===== src/self_program_defines.svh =====
`ifndef SELF_PROGRAM_DEFINES_SVH
`define SELF_PROGRAM_DEFINES_SVH

// ==========================================================
// Register offsets on the Wishbone bus.
`define OFS_CONTROL_STATUS 4'h0
`define OFS_LOCK_FUSE_VIEW 4'h4

// ==========================================================
// Control and status bit positions.
`define BIT_READY_IE 7
`define BIT_SECTION_BUSY 6
`define BIT_RESERVED 5
`define BIT_REENABLE 4
`define BIT_LOCK_SET 3
`define BIT_PAGE_WRITE 2
`define BIT_PAGE_ERASE 1
`define BIT_STORE_EN 0

// Legal low five bit patterns.
`define PAT_REENABLE 5'h11
`define PAT_LOCK_SET 5'h09
`define PAT_PAGE_WRITE 5'h05
`define PAT_PAGE_ERASE 5'h03
`define PAT_BUFFER_LOAD 5'h01

// ==========================================================
// Reset values and timing.
`define RST_CONTROL_STATUS 8'h00
`define RST_LOCK_BITS 8'hff
`define LOCK_KEEP_MASK 8'hc3
`define ERASED_WORD 16'hffff
`define STORE_WINDOW 3'h4
`define LOAD_WINDOW 3'h3
`define CLK_MHZ 10
`define T_ERASE_US 4000
`define T_WRITE_US 4000

`endif


===== src/self_program_pkg.sv =====
package self_program_pkg;

  // One instruction request from the processor core.
  typedef struct packed {
    logic store;        // One-cycle store-program instruction strobe.
    logic load;         // One-cycle load-program instruction strobe.
    logic extension;    // Pointer page extension bit.
    logic [15:0] ptr;   // Pointer value.
    logic [7:0] r1;     // High data byte.
    logic [7:0] r0;     // Low data byte.
  } core_req_t;

  // Sequencer states, one-hot.
  typedef enum logic [3:0] {
    st_idle  = 4'b0001,
    st_armed = 4'b0010,
    st_erase = 4'b0100,
    st_write = 4'b1000
  } seq_state_t;

endpackage


===== src/self_program_flash_control.sv =====
// The implementer's own choices: register access over Wishbone and the register offsets.
`include "self_program_defines.svh"

// How it works
// [RQ1] Reset vector follows the boot reset fuse.
// [RQ2] Fuses are read-only to the processor.
// [RQ3] Ready interrupt requested while store-enable is clear.
// [RQ4] Section erase or write sets busy, blocks section.
// [RQ5] Starting a buffer load clears busy.
// [RQ6] Re-enable with store clears busy after programming.
// [RQ7] Re-enable ignored while erase or write runs.
// [RQ8] Re-enable write aborts load, drops buffered data.
// [RQ9] Reserved bit five always reads zero.
// [RQ10] Lock-set store programs boot lock bits from R0.
// [RQ11] Lock-set clears on completion or window timeout.
// [RQ12] Load within three cycles returns lock or fuses.
// [RQ13] Page write stores buffer to pointer page.
// [RQ14] Page erase clears pointer page, data ignored.
// [RQ15] Stalling-section programming halts the processor.
// [RQ16] Plain store puts R1:R0 into buffer word.
// [RQ17] Store-enable lasts four cycles, held while programming.
// [RQ18] Only five low bit patterns have effect.
// [RQ19] Flash page latched when programming begins.
// [RQ20] Word address splits into page and word.
// [RQ21] Byte reads use the pointer low bit.
// [RQ22] Software erases then writes the same page.
// [RQ23] Buffer clears after write, re-enable, reset.
// [RQ24] Locked application section refuses stores.
// [RQ25] Erase and write durations are parameters.
module self_program_flash_control #(
  parameter int WORD_BITS = 7,
  parameter int PAGE_BITS = 10,
  parameter logic [9:0] BOOT_START_PAGE = 10'h3e0,
  parameter int ERASE_CYCLES = `T_ERASE_US * `CLK_MHZ,
  parameter int WRITE_CYCLES = `T_WRITE_US * `CLK_MHZ
) (
  input wire logic ref_clk,
  input wire logic rst,
  input wire logic wb_cyc_i,
  input wire logic wb_stb_i,
  input wire logic wb_we_i,
  input wire logic [3:0] wb_adr_i,
  input wire logic [3:0] wb_sel_i,
  input wire logic [31:0] wb_dat_i,
  output logic [31:0] wb_dat_o,
  output logic wb_ack_o,
  input wire self_program_pkg::core_req_t core_req,
  input wire logic global_irq_enable,
  input wire logic boot_reset_fuse,
  input wire logic [7:0] fuse_low,
  input wire logic [7:0] fuse_high,
  input wire logic [7:0] fuse_ext,
  input wire logic [WORD_BITS-1:0] flash_buf_addr,
  output logic [15:0] flash_buf_data,
  output logic [PAGE_BITS-1:0] flash_page,
  output logic flash_erase_start,
  output logic flash_write_start,
  output logic [7:0] load_data,
  output logic load_valid,
  output logic cpu_stall,
  output logic section_busy_flag,
  output logic ready_irq,
  output logic [PAGE_BITS+WORD_BITS-1:0] reset_vector
);

  localparam int WORDS = 1 << WORD_BITS;

  // ==========================================================
  // State and storage.
  self_program_pkg::seq_state_t state;  // Sequencer state.
  logic [4:0] cmd;                      // Accepted low control bits.
  logic ready_interrupt_enable;         // Bit seven of control.
  logic [2:0] window;                   // Cycles left for a store.
  logic [2:0] load_window;              // Cycles left for a load.
  logic [31:0] op_count;                // Programming duration count.
  logic [7:0] lock_bits;                // Boot lock bits.
  logic [15:0] page_buffer [WORDS];     // Temporary page buffer.
  logic [WORDS-1:0] word_valid;         // Buffer words loaded.
  logic stalling_op;                    // Operation is in stall area.

  // ==========================================================
  // Decode of the pointer and of bus accesses.
  logic store_enable;
  logic [PAGE_BITS+WORD_BITS-1:0] word_addr;
  logic [WORD_BITS-1:0] word_in_page_bits;
  logic [PAGE_BITS-1:0] page_index_bits;
  logic pointer_lsb;
  logic bus_write;
  logic ctrl_write;
  logic [4:0] wr_pat;
  logic legal_pat;
  logic page_locked;
  logic [7:0] control_view;

  // The word address drops the pointer byte bit.
  assign word_addr = {core_req.extension, core_req.ptr[15:1]};
  assign word_in_page_bits = word_addr[WORD_BITS-1:0]; // see [RQ20]
  assign page_index_bits = word_addr[PAGE_BITS+WORD_BITS-1:WORD_BITS];
  assign pointer_lsb = core_req.ptr[0];
  assign store_enable = (state != self_program_pkg::st_idle);
  // A write acts at the edge where the master still holds it and sees ack.
  assign bus_write = wb_cyc_i & wb_stb_i & wb_we_i & wb_ack_o;
  assign ctrl_write = bus_write & wb_sel_i[0] &
                      (wb_adr_i == `OFS_CONTROL_STATUS);
  assign wr_pat = wb_dat_i[4:0];

  // Only the five documented patterns count as commands.
  always_comb begin
    unique case (wr_pat)
      `PAT_REENABLE, `PAT_LOCK_SET, `PAT_PAGE_WRITE,
      `PAT_PAGE_ERASE, `PAT_BUFFER_LOAD: legal_pat = 1'b1; // see [RQ18]
      default: legal_pat = 1'b0;
    endcase
  end

  // Application pages refuse stores when bit BLB01 is programmed,
  // and boot pages when BLB11 is programmed.
  always_comb begin
    if (page_index_bits < BOOT_START_PAGE) begin
      page_locked = ~lock_bits[2]; // see [RQ24]
    end else begin
      page_locked = ~lock_bits[4];
    end
  end

  // Reserved bit five is held at zero in the read view.
  assign control_view = {ready_interrupt_enable, section_busy_flag,
                         1'b0, cmd[4:1], store_enable}; // see [RQ9]

  // ==========================================================
  // Reset vector, caught by the clocked reset.
  always_ff @(posedge ref_clk) begin
    if (rst) begin
      if (boot_reset_fuse) begin
        reset_vector <= '0; // see [RQ1]
      end else begin
        reset_vector <= {BOOT_START_PAGE, {WORD_BITS{1'b0}}};
      end
    end
  end

  // ==========================================================
  // Wishbone slave: one wait-free answer a cycle after the request.
  always_ff @(posedge ref_clk) begin
    if (rst) begin
      wb_ack_o <= 1'b0;
      wb_dat_o <= '0;
    end else begin
      wb_ack_o <= wb_cyc_i & wb_stb_i & ~wb_ack_o;
      unique case (wb_adr_i)
        `OFS_CONTROL_STATUS: wb_dat_o <= {24'h0, control_view};
        // Fuses only appear here; nothing writes them.
        `OFS_LOCK_FUSE_VIEW: wb_dat_o <= {fuse_ext, fuse_high,
                                          fuse_low, lock_bits}; // see [RQ2]
        default: wb_dat_o <= '0;
      endcase
    end
  end

  // ==========================================================
  // Interrupt enable bit, written at any time.
  always_ff @(posedge ref_clk) begin
    if (rst) begin
      ready_interrupt_enable <= 1'b0;
    end else if (ctrl_write) begin
      ready_interrupt_enable <= wb_dat_i[`BIT_READY_IE];
    end
  end

  // Ready request is a level while store-enable reads zero.
  always_ff @(posedge ref_clk) begin
    if (rst) begin
      ready_irq <= 1'b0;
    end else begin
      ready_irq <= ready_interrupt_enable & global_irq_enable &
                   ~store_enable; // see [RQ3]
    end
  end

  // ==========================================================
  // Command sequencer.
  always_ff @(posedge ref_clk) begin
    if (rst) begin
      state <= self_program_pkg::st_idle;
      cmd <= 5'h00;
      window <= 3'h0;
      load_window <= 3'h0;
      op_count <= '0;
      flash_page <= '0;
      stalling_op <= 1'b0;
    end else begin
      unique case (state)
        // A legal pattern arms the store window; writes while
        // programming never reach here, so re-enable is ignored then.
        self_program_pkg::st_idle: begin
          if (ctrl_write && legal_pat) begin // see [RQ7]
            state <= self_program_pkg::st_armed;
            cmd <= wr_pat;
            window <= `STORE_WINDOW; // see [RQ17]
            load_window <= `LOAD_WINDOW;
          end
        end
        // The window runs out unless a store or a lock-set load ends it.
        self_program_pkg::st_armed: begin
          window <= window - 3'h1;
          if (load_window != 3'h0) begin
            load_window <= load_window - 3'h1;
          end
          if (core_req.store) begin
            if (cmd == `PAT_PAGE_ERASE && !page_locked) begin
              state <= self_program_pkg::st_erase; // see [RQ14]
              flash_page <= page_index_bits; // see [RQ19]
              stalling_op <= (page_index_bits >= BOOT_START_PAGE);
              op_count <= 32'(ERASE_CYCLES - 1); // see [RQ25]
            end else if (cmd == `PAT_PAGE_WRITE && !page_locked) begin
              state <= self_program_pkg::st_write; // see [RQ13]
              flash_page <= page_index_bits;
              stalling_op <= (page_index_bits >= BOOT_START_PAGE);
              op_count <= 32'(WRITE_CYCLES - 1);
            end else begin
              state <= self_program_pkg::st_idle; // see [RQ11]
              cmd <= 5'h00;
            end
          end else if (core_req.load && cmd == `PAT_LOCK_SET &&
                       load_window != 3'h0) begin
            state <= self_program_pkg::st_idle;
            cmd <= 5'h00;
          end else if (window == 3'h1) begin
            state <= self_program_pkg::st_idle; // see [RQ11]
            cmd <= 5'h00;
          end
        end
        // Store-enable stays set until the duration ends.
        self_program_pkg::st_erase, self_program_pkg::st_write: begin
          op_count <= op_count - 32'h1;
          if (op_count == 32'h0) begin
            state <= self_program_pkg::st_idle; // see [RQ17]
            cmd <= 5'h00;
            stalling_op <= 1'b0;
          end
        end
      endcase
    end
  end

  // One-cycle starts toward the flash array.
  always_ff @(posedge ref_clk) begin
    if (rst) begin
      flash_erase_start <= 1'b0;
      flash_write_start <= 1'b0;
    end else begin
      flash_erase_start <= (state == self_program_pkg::st_armed) &
                           core_req.store & ~page_locked &
                           (cmd == `PAT_PAGE_ERASE);
      flash_write_start <= (state == self_program_pkg::st_armed) &
                           core_req.store & ~page_locked &
                           (cmd == `PAT_PAGE_WRITE);
    end
  end

  // The processor halts while programming the stalling area.
  assign cpu_stall = stalling_op; // see [RQ15]

  // ==========================================================
  // Section busy flag; set wins over any clear in the same cycle.
  always_ff @(posedge ref_clk) begin
    if (rst) begin
      section_busy_flag <= 1'b0;
    end else if ((flash_erase_start || flash_write_start) &&
                 !stalling_op) begin
      // A stalling-area operation leaves the flag as it was.
      section_busy_flag <= 1'b1; // see [RQ4]
    end else if (state == self_program_pkg::st_armed &&
                 core_req.store &&
                 (cmd == `PAT_BUFFER_LOAD ||
                  cmd == `PAT_REENABLE)) begin
      section_busy_flag <= 1'b0; // see [RQ5] see [RQ6]
    end
  end

  // ==========================================================
  // Boot lock bits can only be programmed, taken from R0.
  always_ff @(posedge ref_clk) begin
    if (rst) begin
      lock_bits <= `RST_LOCK_BITS;
    end else if (state == self_program_pkg::st_armed &&
                 core_req.store && cmd == `PAT_LOCK_SET) begin
      lock_bits <= lock_bits & (core_req.r0 | `LOCK_KEEP_MASK); // see [RQ10]
    end
  end

  // Lock or fuse readback; the pointer low bits pick the byte.
  always_ff @(posedge ref_clk) begin
    if (rst) begin
      load_data <= 8'h00;
      load_valid <= 1'b0;
    end else begin
      load_valid <= 1'b0;
      if (state == self_program_pkg::st_armed && core_req.load &&
          cmd == `PAT_LOCK_SET && load_window != 3'h0) begin
        load_valid <= 1'b1; // see [RQ12]
        unique case ({core_req.ptr[1], pointer_lsb}) // see [RQ21]
          2'b00: load_data <= fuse_low;
          2'b01: load_data <= lock_bits;
          2'b10: load_data <= fuse_ext;
          2'b11: load_data <= fuse_high;
        endcase
      end
    end
  end

  // ==========================================================
  // Page buffer valid bits, cleared by reset, page write end and
  // any accepted re-enable write (which aborts a load in progress).
  always_ff @(posedge ref_clk) begin
    if (rst) begin
      word_valid <= '0; // see [RQ23]
    end else if ((state == self_program_pkg::st_write &&
                  op_count == 32'h0) ||
                 (ctrl_write && wr_pat == `PAT_REENABLE &&
                  !store_enable)) begin
      word_valid <= '0; // see [RQ8] see [RQ23]
    end else if (state == self_program_pkg::st_armed &&
                 core_req.store && cmd == `PAT_BUFFER_LOAD) begin
      word_valid[word_in_page_bits] <= 1'b1;
    end
  end

  // Buffer words, one generate entry each.
  for (genvar i = 0; i < WORDS; i++) begin : g_word
    always_ff @(posedge ref_clk) begin
      if (state == self_program_pkg::st_armed && core_req.store &&
          cmd == `PAT_BUFFER_LOAD &&
          word_in_page_bits == WORD_BITS'(i)) begin
        page_buffer[i] <= {core_req.r1, core_req.r0}; // see [RQ16]
      end
    end
  end

  // Flash side read port; unloaded words read as erased.
  always_ff @(posedge ref_clk) begin
    if (rst) begin
      flash_buf_data <= `ERASED_WORD;
    end else if (word_valid[flash_buf_addr]) begin
      flash_buf_data <= page_buffer[flash_buf_addr];
    end else begin
      flash_buf_data <= `ERASED_WORD;
    end
  end

endmodule


===== config.mk =====
export PLATFORM = sky130hd
export DESIGN_NAME = self_program_flash_control
export DESIGN_NICKNAME = d
export VERILOG_FILES = /design/src/self_program_pkg.sv /design/src/self_program_flash_control.sv
export VERILOG_INCLUDE_DIRS = /design/src
export SDC_FILE = /design/constraint.sdc
export NUM_CORES = 2
export LEC_CHECK = 0
export BUFFER_PORTS_ARGS = -buffer_cell sky130_fd_sc_hd__buf_2
export CAP_MARGIN = 20
export CORE_MARGIN = 10
export CORE_UTILIZATION = 40
export CTS_BUF_LIST = sky130_fd_sc_hd__clkbuf_4 sky130_fd_sc_hd__clkbuf_8
export DETAILED_ROUTE_END_ITERATION = 7
export GPL_TIMING_DRIVEN = 0
export HOLD_SLACK_MARGIN = 0.1
export PLACE_DENSITY = 0.64
export SYNTH_ARGS = -nofsm -noshare
export SYNTH_HDL_FRONTEND = slang
export SYNTH_SLANG_ARGS = --single-unit

===== constraint.sdc =====
create_clock -name ref_clk -period 4.13 [get_ports ref_clk]
set_clock_uncertainty 0.15 [all_clocks]
set_input_delay 0.413 -clock ref_clk [delete_from_list [all_inputs] [get_ports ref_clk]]
set_output_delay 0.413 -clock ref_clk [all_outputs]
set_load 0.01 [all_outputs]

# --- After elaboration in Yosys (flattened, before gate mapping) ---
# Memories as Yosys holds them, arrays and structs flattened. A register that Yosys moved wholly into a read port is not among the register bits.
# Cells that the tools add are included.
totals:
  ff_bits: 258
  mem_bits_rw: 2048
  output_inout_bits: 90
  wordCells: 1182
  mem_count: 1
memory_table:
  columns: ["name", "depth", "width", "read_ports", "rd_ports_with_merged_regs", "write_ports", "line", "source"]
  rows:
  - ["page_buffer", 128, 16, 1, 1, 1, "self_program_flash_control.sv:77", "logic [15:0] page_buffer [WORDS];"]
classes:
  addsub: 3
  magnitude_cmp: 5
  n_eq_ne: 155
  n_mux: 681
  bitwise_logic: 20
  n_reduce_logical: 298
op_table:
  columns: ["cell", "n"]
  rows:
  - ["$mux W16", 127]
  - ["$reduce_or A16 Y1", 127]
  - ["$mux W7", 127]
  - ["$eq A7 B7 Y1 const B", 64]
  - ["$mux W1", 394]
  - ["$eq A7 B6 Y1 const B", 32]
  - ["$logic_and A1 B1 Y1", 145]
  - ["$or A128 B128 Y128", 1]
  - ["$pmux W32 S2", 2]
  - ["$eq A7 B5 Y1 const B", 16]
  - ["$mux W32", 3]
  - ["$eq A7 B4 Y1 const B", 8]
  - ["$mux W5", 7]
  - ["$logic_not A32 Y1", 1]
  - ["$pmux W8 S4", 1]
  - ["$sub A32 B1 Y32 const B", 1]
  - ["$eq A7 B3 Y1 const B", 4]
  - ["$mux W4", 7]
  - ["$mux W10", 2]
  - ["$mux W17", 1]
  - ["$lt A7 B8 Y1 const B", 2]
  - ["$pmux W5 S3", 1]
  - ["$eq A7 B2 Y1 const B", 2]
  - ["$and A1 B1 Y1", 12]
  - ["42 further kinds", 75]

# --- Depth between registers and ports, before layout ---
depth:
  depth_word: 134
  mapped_depth: 13
  depth_no_buf: 9

# --- Least setup slack after synthesis ---
# No wires, ideal clock.
synth_path:
  kind: "reg-to-reg"
  startpoint: "reg state[3]"
  endpoint: "mem page_buffer[88][0] (enable)"
  arrival_time_ns: 2.531
  required_time_ns: 3.590
  slack_ns: 1.059
  path_stages_with_launch: 7
  n_path_buf: 0
  synth_period_minus_slack_ns: 3.071
  path_cell_list: "dfxtp_1 -> nor4b_4 -> and3_1 -> nand2_1 -> nor3b_1 -> nand3_1 -> nor2_1"
synth_via:
  elab_chain_cells: 134
synth_rtl:
  columns: ["item", "line", "source"]
  rows:
  - ["start: declaration", "self_program_flash_control.sv:70", "self_program_pkg::seq_state_t state;"]
  - ["start signal: assignment", "self_program_flash_control.sv:184", "state <= self_program_pkg::st_idle;"]
  - ["start signal: assignment", "self_program_flash_control.sv:197", "state <= self_program_pkg::st_armed;"]
  - ["start signal: assignment", "self_program_flash_control.sv:211", "state <= self_program_pkg::st_erase;"]
  - ["$eq A4 B2 Y1 (*)", "self_program_flash_control.sv:332", "if (state == self_program_pkg::st_armed && core_req.store &&"]
  - ["$logic_and A1 B1 Y1 (*)", "self_program_flash_control.sv:332", null]
  - ["$logic_and A1 B1 Y1 (no source line) (*)", null, null]
  - ["$logic_and A1 B1 Y1", "self_program_flash_control.sv:332", null]
  - ["$mux W1", "self_program_flash_control.sv:332", null]
  - ["$mux W1 (implied by the code)", "self_program_flash_control.sv:335", "page_buffer[i] <= {core_req.r1, core_req.r0};"]
  - ["$reduce_or A16 Y1 (no source line)", null, null]
  - ["$mux W7 (no source line) or $mux W1 (tied branches) (127 in series)", null, null]
  - ["end: declaration", "self_program_flash_control.sv:77", null]
# Every way passes the cells marked *; elsewhere a longest branch is shown, timed or not.

# --- Worst setup path after layout ---
layout_path:
  startpoint: "in flash_buf_addr[0]"
  endpoint: "reg flash_buf_data[15], read port of page_buffer"
layout_via:
  elab_chain_cells: 4
layout_rtl:
  columns: ["item", "line", "source"]
  rows:
  - ["start: declaration", "self_program_flash_control.sv:53", "input wire logic [WORD_BITS-1:0] flash_buf_addr,"]
  - ["$bmux W1 S7", "self_program_flash_control.sv:344", "end else if (word_valid[flash_buf_addr]) begin"]
  - ["$mux W1 (implied by the code)", "self_program_flash_control.sv:344", null]
  - ["$not A1 Y1 (no source line)", null, null]
  - ["$reduce_or A2 Y1 (no source line)", null, null]
  - ["end: declaration", "self_program_flash_control.sv:54", "output logic [15:0] flash_buf_data,"]
# Parallel ways exist; a longest one is shown, timed or not. The select of a mux whose other input is x is not followed.
# A chain may end at the register's enable or synchronous reset.

==> metrics.txt <==
CP bufs+invs=6; CTS tree=done; Die Area=0.240 mm²; crit-path leading delay family=buffers and inverters; Area after DPL=0.0966 mm²; CP Data Arrival Time=5.33 ns; crit-path cells=buf_6, buf_6, buf_6, inv_1, buf_2, buf_2, o21ai_0, a2111oi_0, a21oi_1, o211ai_1; Iter 0 DRT Violations=10.0k; max cap viols=0; number of iterations in the first detailed-routing pass=8; most frequent CP cell=buf_6; Register Area=0.0666 mm²; startpoint types=primary input; CP Max Fanout=10; Residual DRC=0; pin count of the biggest net entering global routing=93; P_leak=35.1 nW; RSZ-0062 raised after global routing=true; GRT Residual Overflow=0; ys flop type=edfxtp_1; level count of the clock H-tree=5; syn_area_per_cell=20.1 µm²; Synth Register Bits=2300; share of cells above drive strength 1=0.335; HPWL Detailed=246000 µm; drt wl/cell=42.8 µm; fin crit period=4.55 ns; Initial Util=0.402; die height=490 µm; Worst-Skew Late Latency=1.18 ns; vias in the first global route=51.8k; Max Clk Rate=0.220 GHz; # IOs=203; max-slew violations=0; Worst Path Class, Setup=in2reg; Clock Path Buffers=4; Placeable Area=0.220 mm²; row count=172; ranking of synthesized cells by area=edfxtp_1 (70%), mux4_2 (14%), dfxtp_1 (5.7%), mux2i_1 (1.4%), o21a_1 (1.1%); DR vias/cell=6.34; Final ANT Viol Nets=0; Post-synth top cells=edfxtp_1 (2049), mux4_2 (544), dfxtp_1 (251), nor2_1 (226), nand2_1 (199); vias=54.5k; number of port buffers=151; CTS Sinks=2300; post-synth cell types=82; Setup WS post-layout=-0.423 ns; EDFF count, synth=2049; Final Routed Wirelength=368000 µm; Final Hold Viols=0; first-pass GRT wire length=479000 µm; area of the multi-input gates=0.0212 mm²; Final Cycle Share=1.10; final net count=5431; status=finished with violations; count leader, synth=edfxtp_1; clock-pin slew on the worst setup and hold paths=0.06 ns; pre-CTS setup slack=-2.13 ns; area grow syn2layout=21.0%; slowest stage delay, CP=0.93 ns; gr usage total=0.297; Mapped Area=0.0884 mm²; chip width=490 µm; worst hold path class=in2reg; Design Power=50.0 mW; peak supply drop=383 µV; Synth top area share=0.696; slowest CP cell=a2111oi_0; Setup-failing EPs final=89; Slew headroom=0.0896; initial antenna violation count=43; Post-Synthesis Cells=4402; filler cell count=17.9k; Synth warnings=0; Synth area leader=edfxtp_1; final instance area=0.107 mm²; Worst-Margin Slew=1.37 ns; Worst setup EP type=flip-flop; power per cell area=467 mW/mm²; sequential element share of the synthesized area=0.753; Async SR Flop Fraction=0; Final GP Congestion=1.07; Root Buffer=clkbuf_8; CTS Buf Count=384; hold slack=0.139 ns; CP Data Required Time=4.91 ns; failing checks=setup timing
==> cells by family after synthesis <==
logic type | after synthesis | synth area share
buffers and inverters | 279 | 0.0182
multiplexers | 683 | 0.154
AO/OA/AOI/OAI | 458 | 0.0370
adder cells (fa/ha/maj) | 6 | 0.000821
XOR/XNOR | 31 | 0.00307
AND/OR/NAND/NOR | 644 | 0.0338
flip-flops | 2300 | 0.753
other | 1 | 0.0000424
==> tightest hold or removal path: stages <==
cell and delay, ns:
buf_2 0.22, nor3_4 0.13, nand3_4 0.31, nor2_4 0.12
==> path summary, 6_finish.rpt <==
check / start / end / slack, ns / cells past startpoint
worst max register to register: state[3] / page_buffer[57][7] / -0.17 / 8
worst min register to register: load_data[2] / load_data[2] / 0.31 / 2
worst min-delay path: core_req[23] / page_buffer[27][15] / 0.14 / 4
worst max-delay path: flash_buf_addr[0] / flash_buf_data[15] / -0.42 / 10
==> layer usage <==
layer  up-vias  share of wire  track usage
met3      1147           0.15        0.119
met1     28300           0.34        0.367
met5         -        0.00070            0
met4        34          0.086        0.210
li1      20000              -            -
met2      4955           0.43        0.423
==> cells in the final DEF, fill, tap and decap left out, drive strengths merged, types with 13 or more instances in the layout <==
master | synthesis | layout
clkbuf | 87 | 640
nand3 | 32 | 32
nand2b | 14 | 14
and2 | 16 | 16
a22oi | 32 | 32
xor2 | 13 | 13
dlygate4sd3 | 0 | 150
o21ai | 51 | 51
a31oi | 18 | 18
inv | 16 | 20
nor3 | 30 | 30
o221ai | 13 | 13
diode | 0 | 28
nor2 | 226 | 226
dfxtp | 251 | 251
o22ai | 26 | 26
mux4 | 544 | 544
conb | 1 | 14
buf | 175 | 534
a22o | 18 | 18
a211oi | 15 | 15
a221oi | 33 | 33
nand2 | 199 | 199
mux2i | 128 | 128
nor2b | 17 | 17
clkinv | 1 | 114
o21a | 130 | 130
xnor2 | 18 | 18
edfxtp | 2049 | 2049
and3 | 45 | 45
a21oi | 60 | 60
==> final cells by class <==
| class | instances | area share |
|---|---|---|
| Antenna cell | 28 | 0.000655 |
| Buffer | 257 | 0.0156 |
| Clock buffer | 551 | 0.0624 |
| Clock inverter | 134 | 0.00815 |
| Inverter | 17 | 0.000608 |
| Multi-Input combinational cell | 1836 | 0.198 |
| Sequential cell | 2300 | 0.622 |
| Tap cell | 2958 | 0.0346 |
| Timing Repair Buffer | 517 | 0.0579 |
==> sequential cells by signal, indices dropped and copies added, names as in the netlist <==
name / count
ready_irq: 1
wb_ack_o: 1
wb_dat_o: 32
load_valid: 1
reset_vector: 1
lock_bits: 4
flash_buf_data: 16
page_buffer: 2048
op_count: 32
flash_write_start: 1
load_window: 3
flash_page: 9
cmd: 5
word_valid: 128
load_data: 8
window: 3
ready_interrupt_enable: 1
section_busy_flag: 1
state: 4
flash_erase_start: 1
==> report_power, final <==
part / switching, mW / internal (mW) / leakage [nW]
clock: 9.32 / 11.0 / 4.00
combinational: 2.88 / 1.25 / 10.7
sequential: 0.105 / 25.4 / 20.4
==> stage by stage <==
step | utilization | TNS (ns) | instances
floorplan | - | 0 | 4415
global placement | 0.423 | -3306.21 | 7524
detailed placement | 0.440 | -842.00 | 7684
CTS | 0.485 | -1.22 | 8557
global route | 0.487 | -10.75 | 8578
finish | 0.487 | -7.07 | 8598
==> timing repair <==
action / 4_1_cts / 5_1_grt
resized for setup: 83 / 38
hold buffers: 149 / 1
endpoints found under the hold margin: 2094 / 46
setup endpoints to repair: 1625 / 280
buffers inserted: 43 / 11
pin swaps: 25 / 7
No activity file was read; power rests on OpenSTA's default activity.
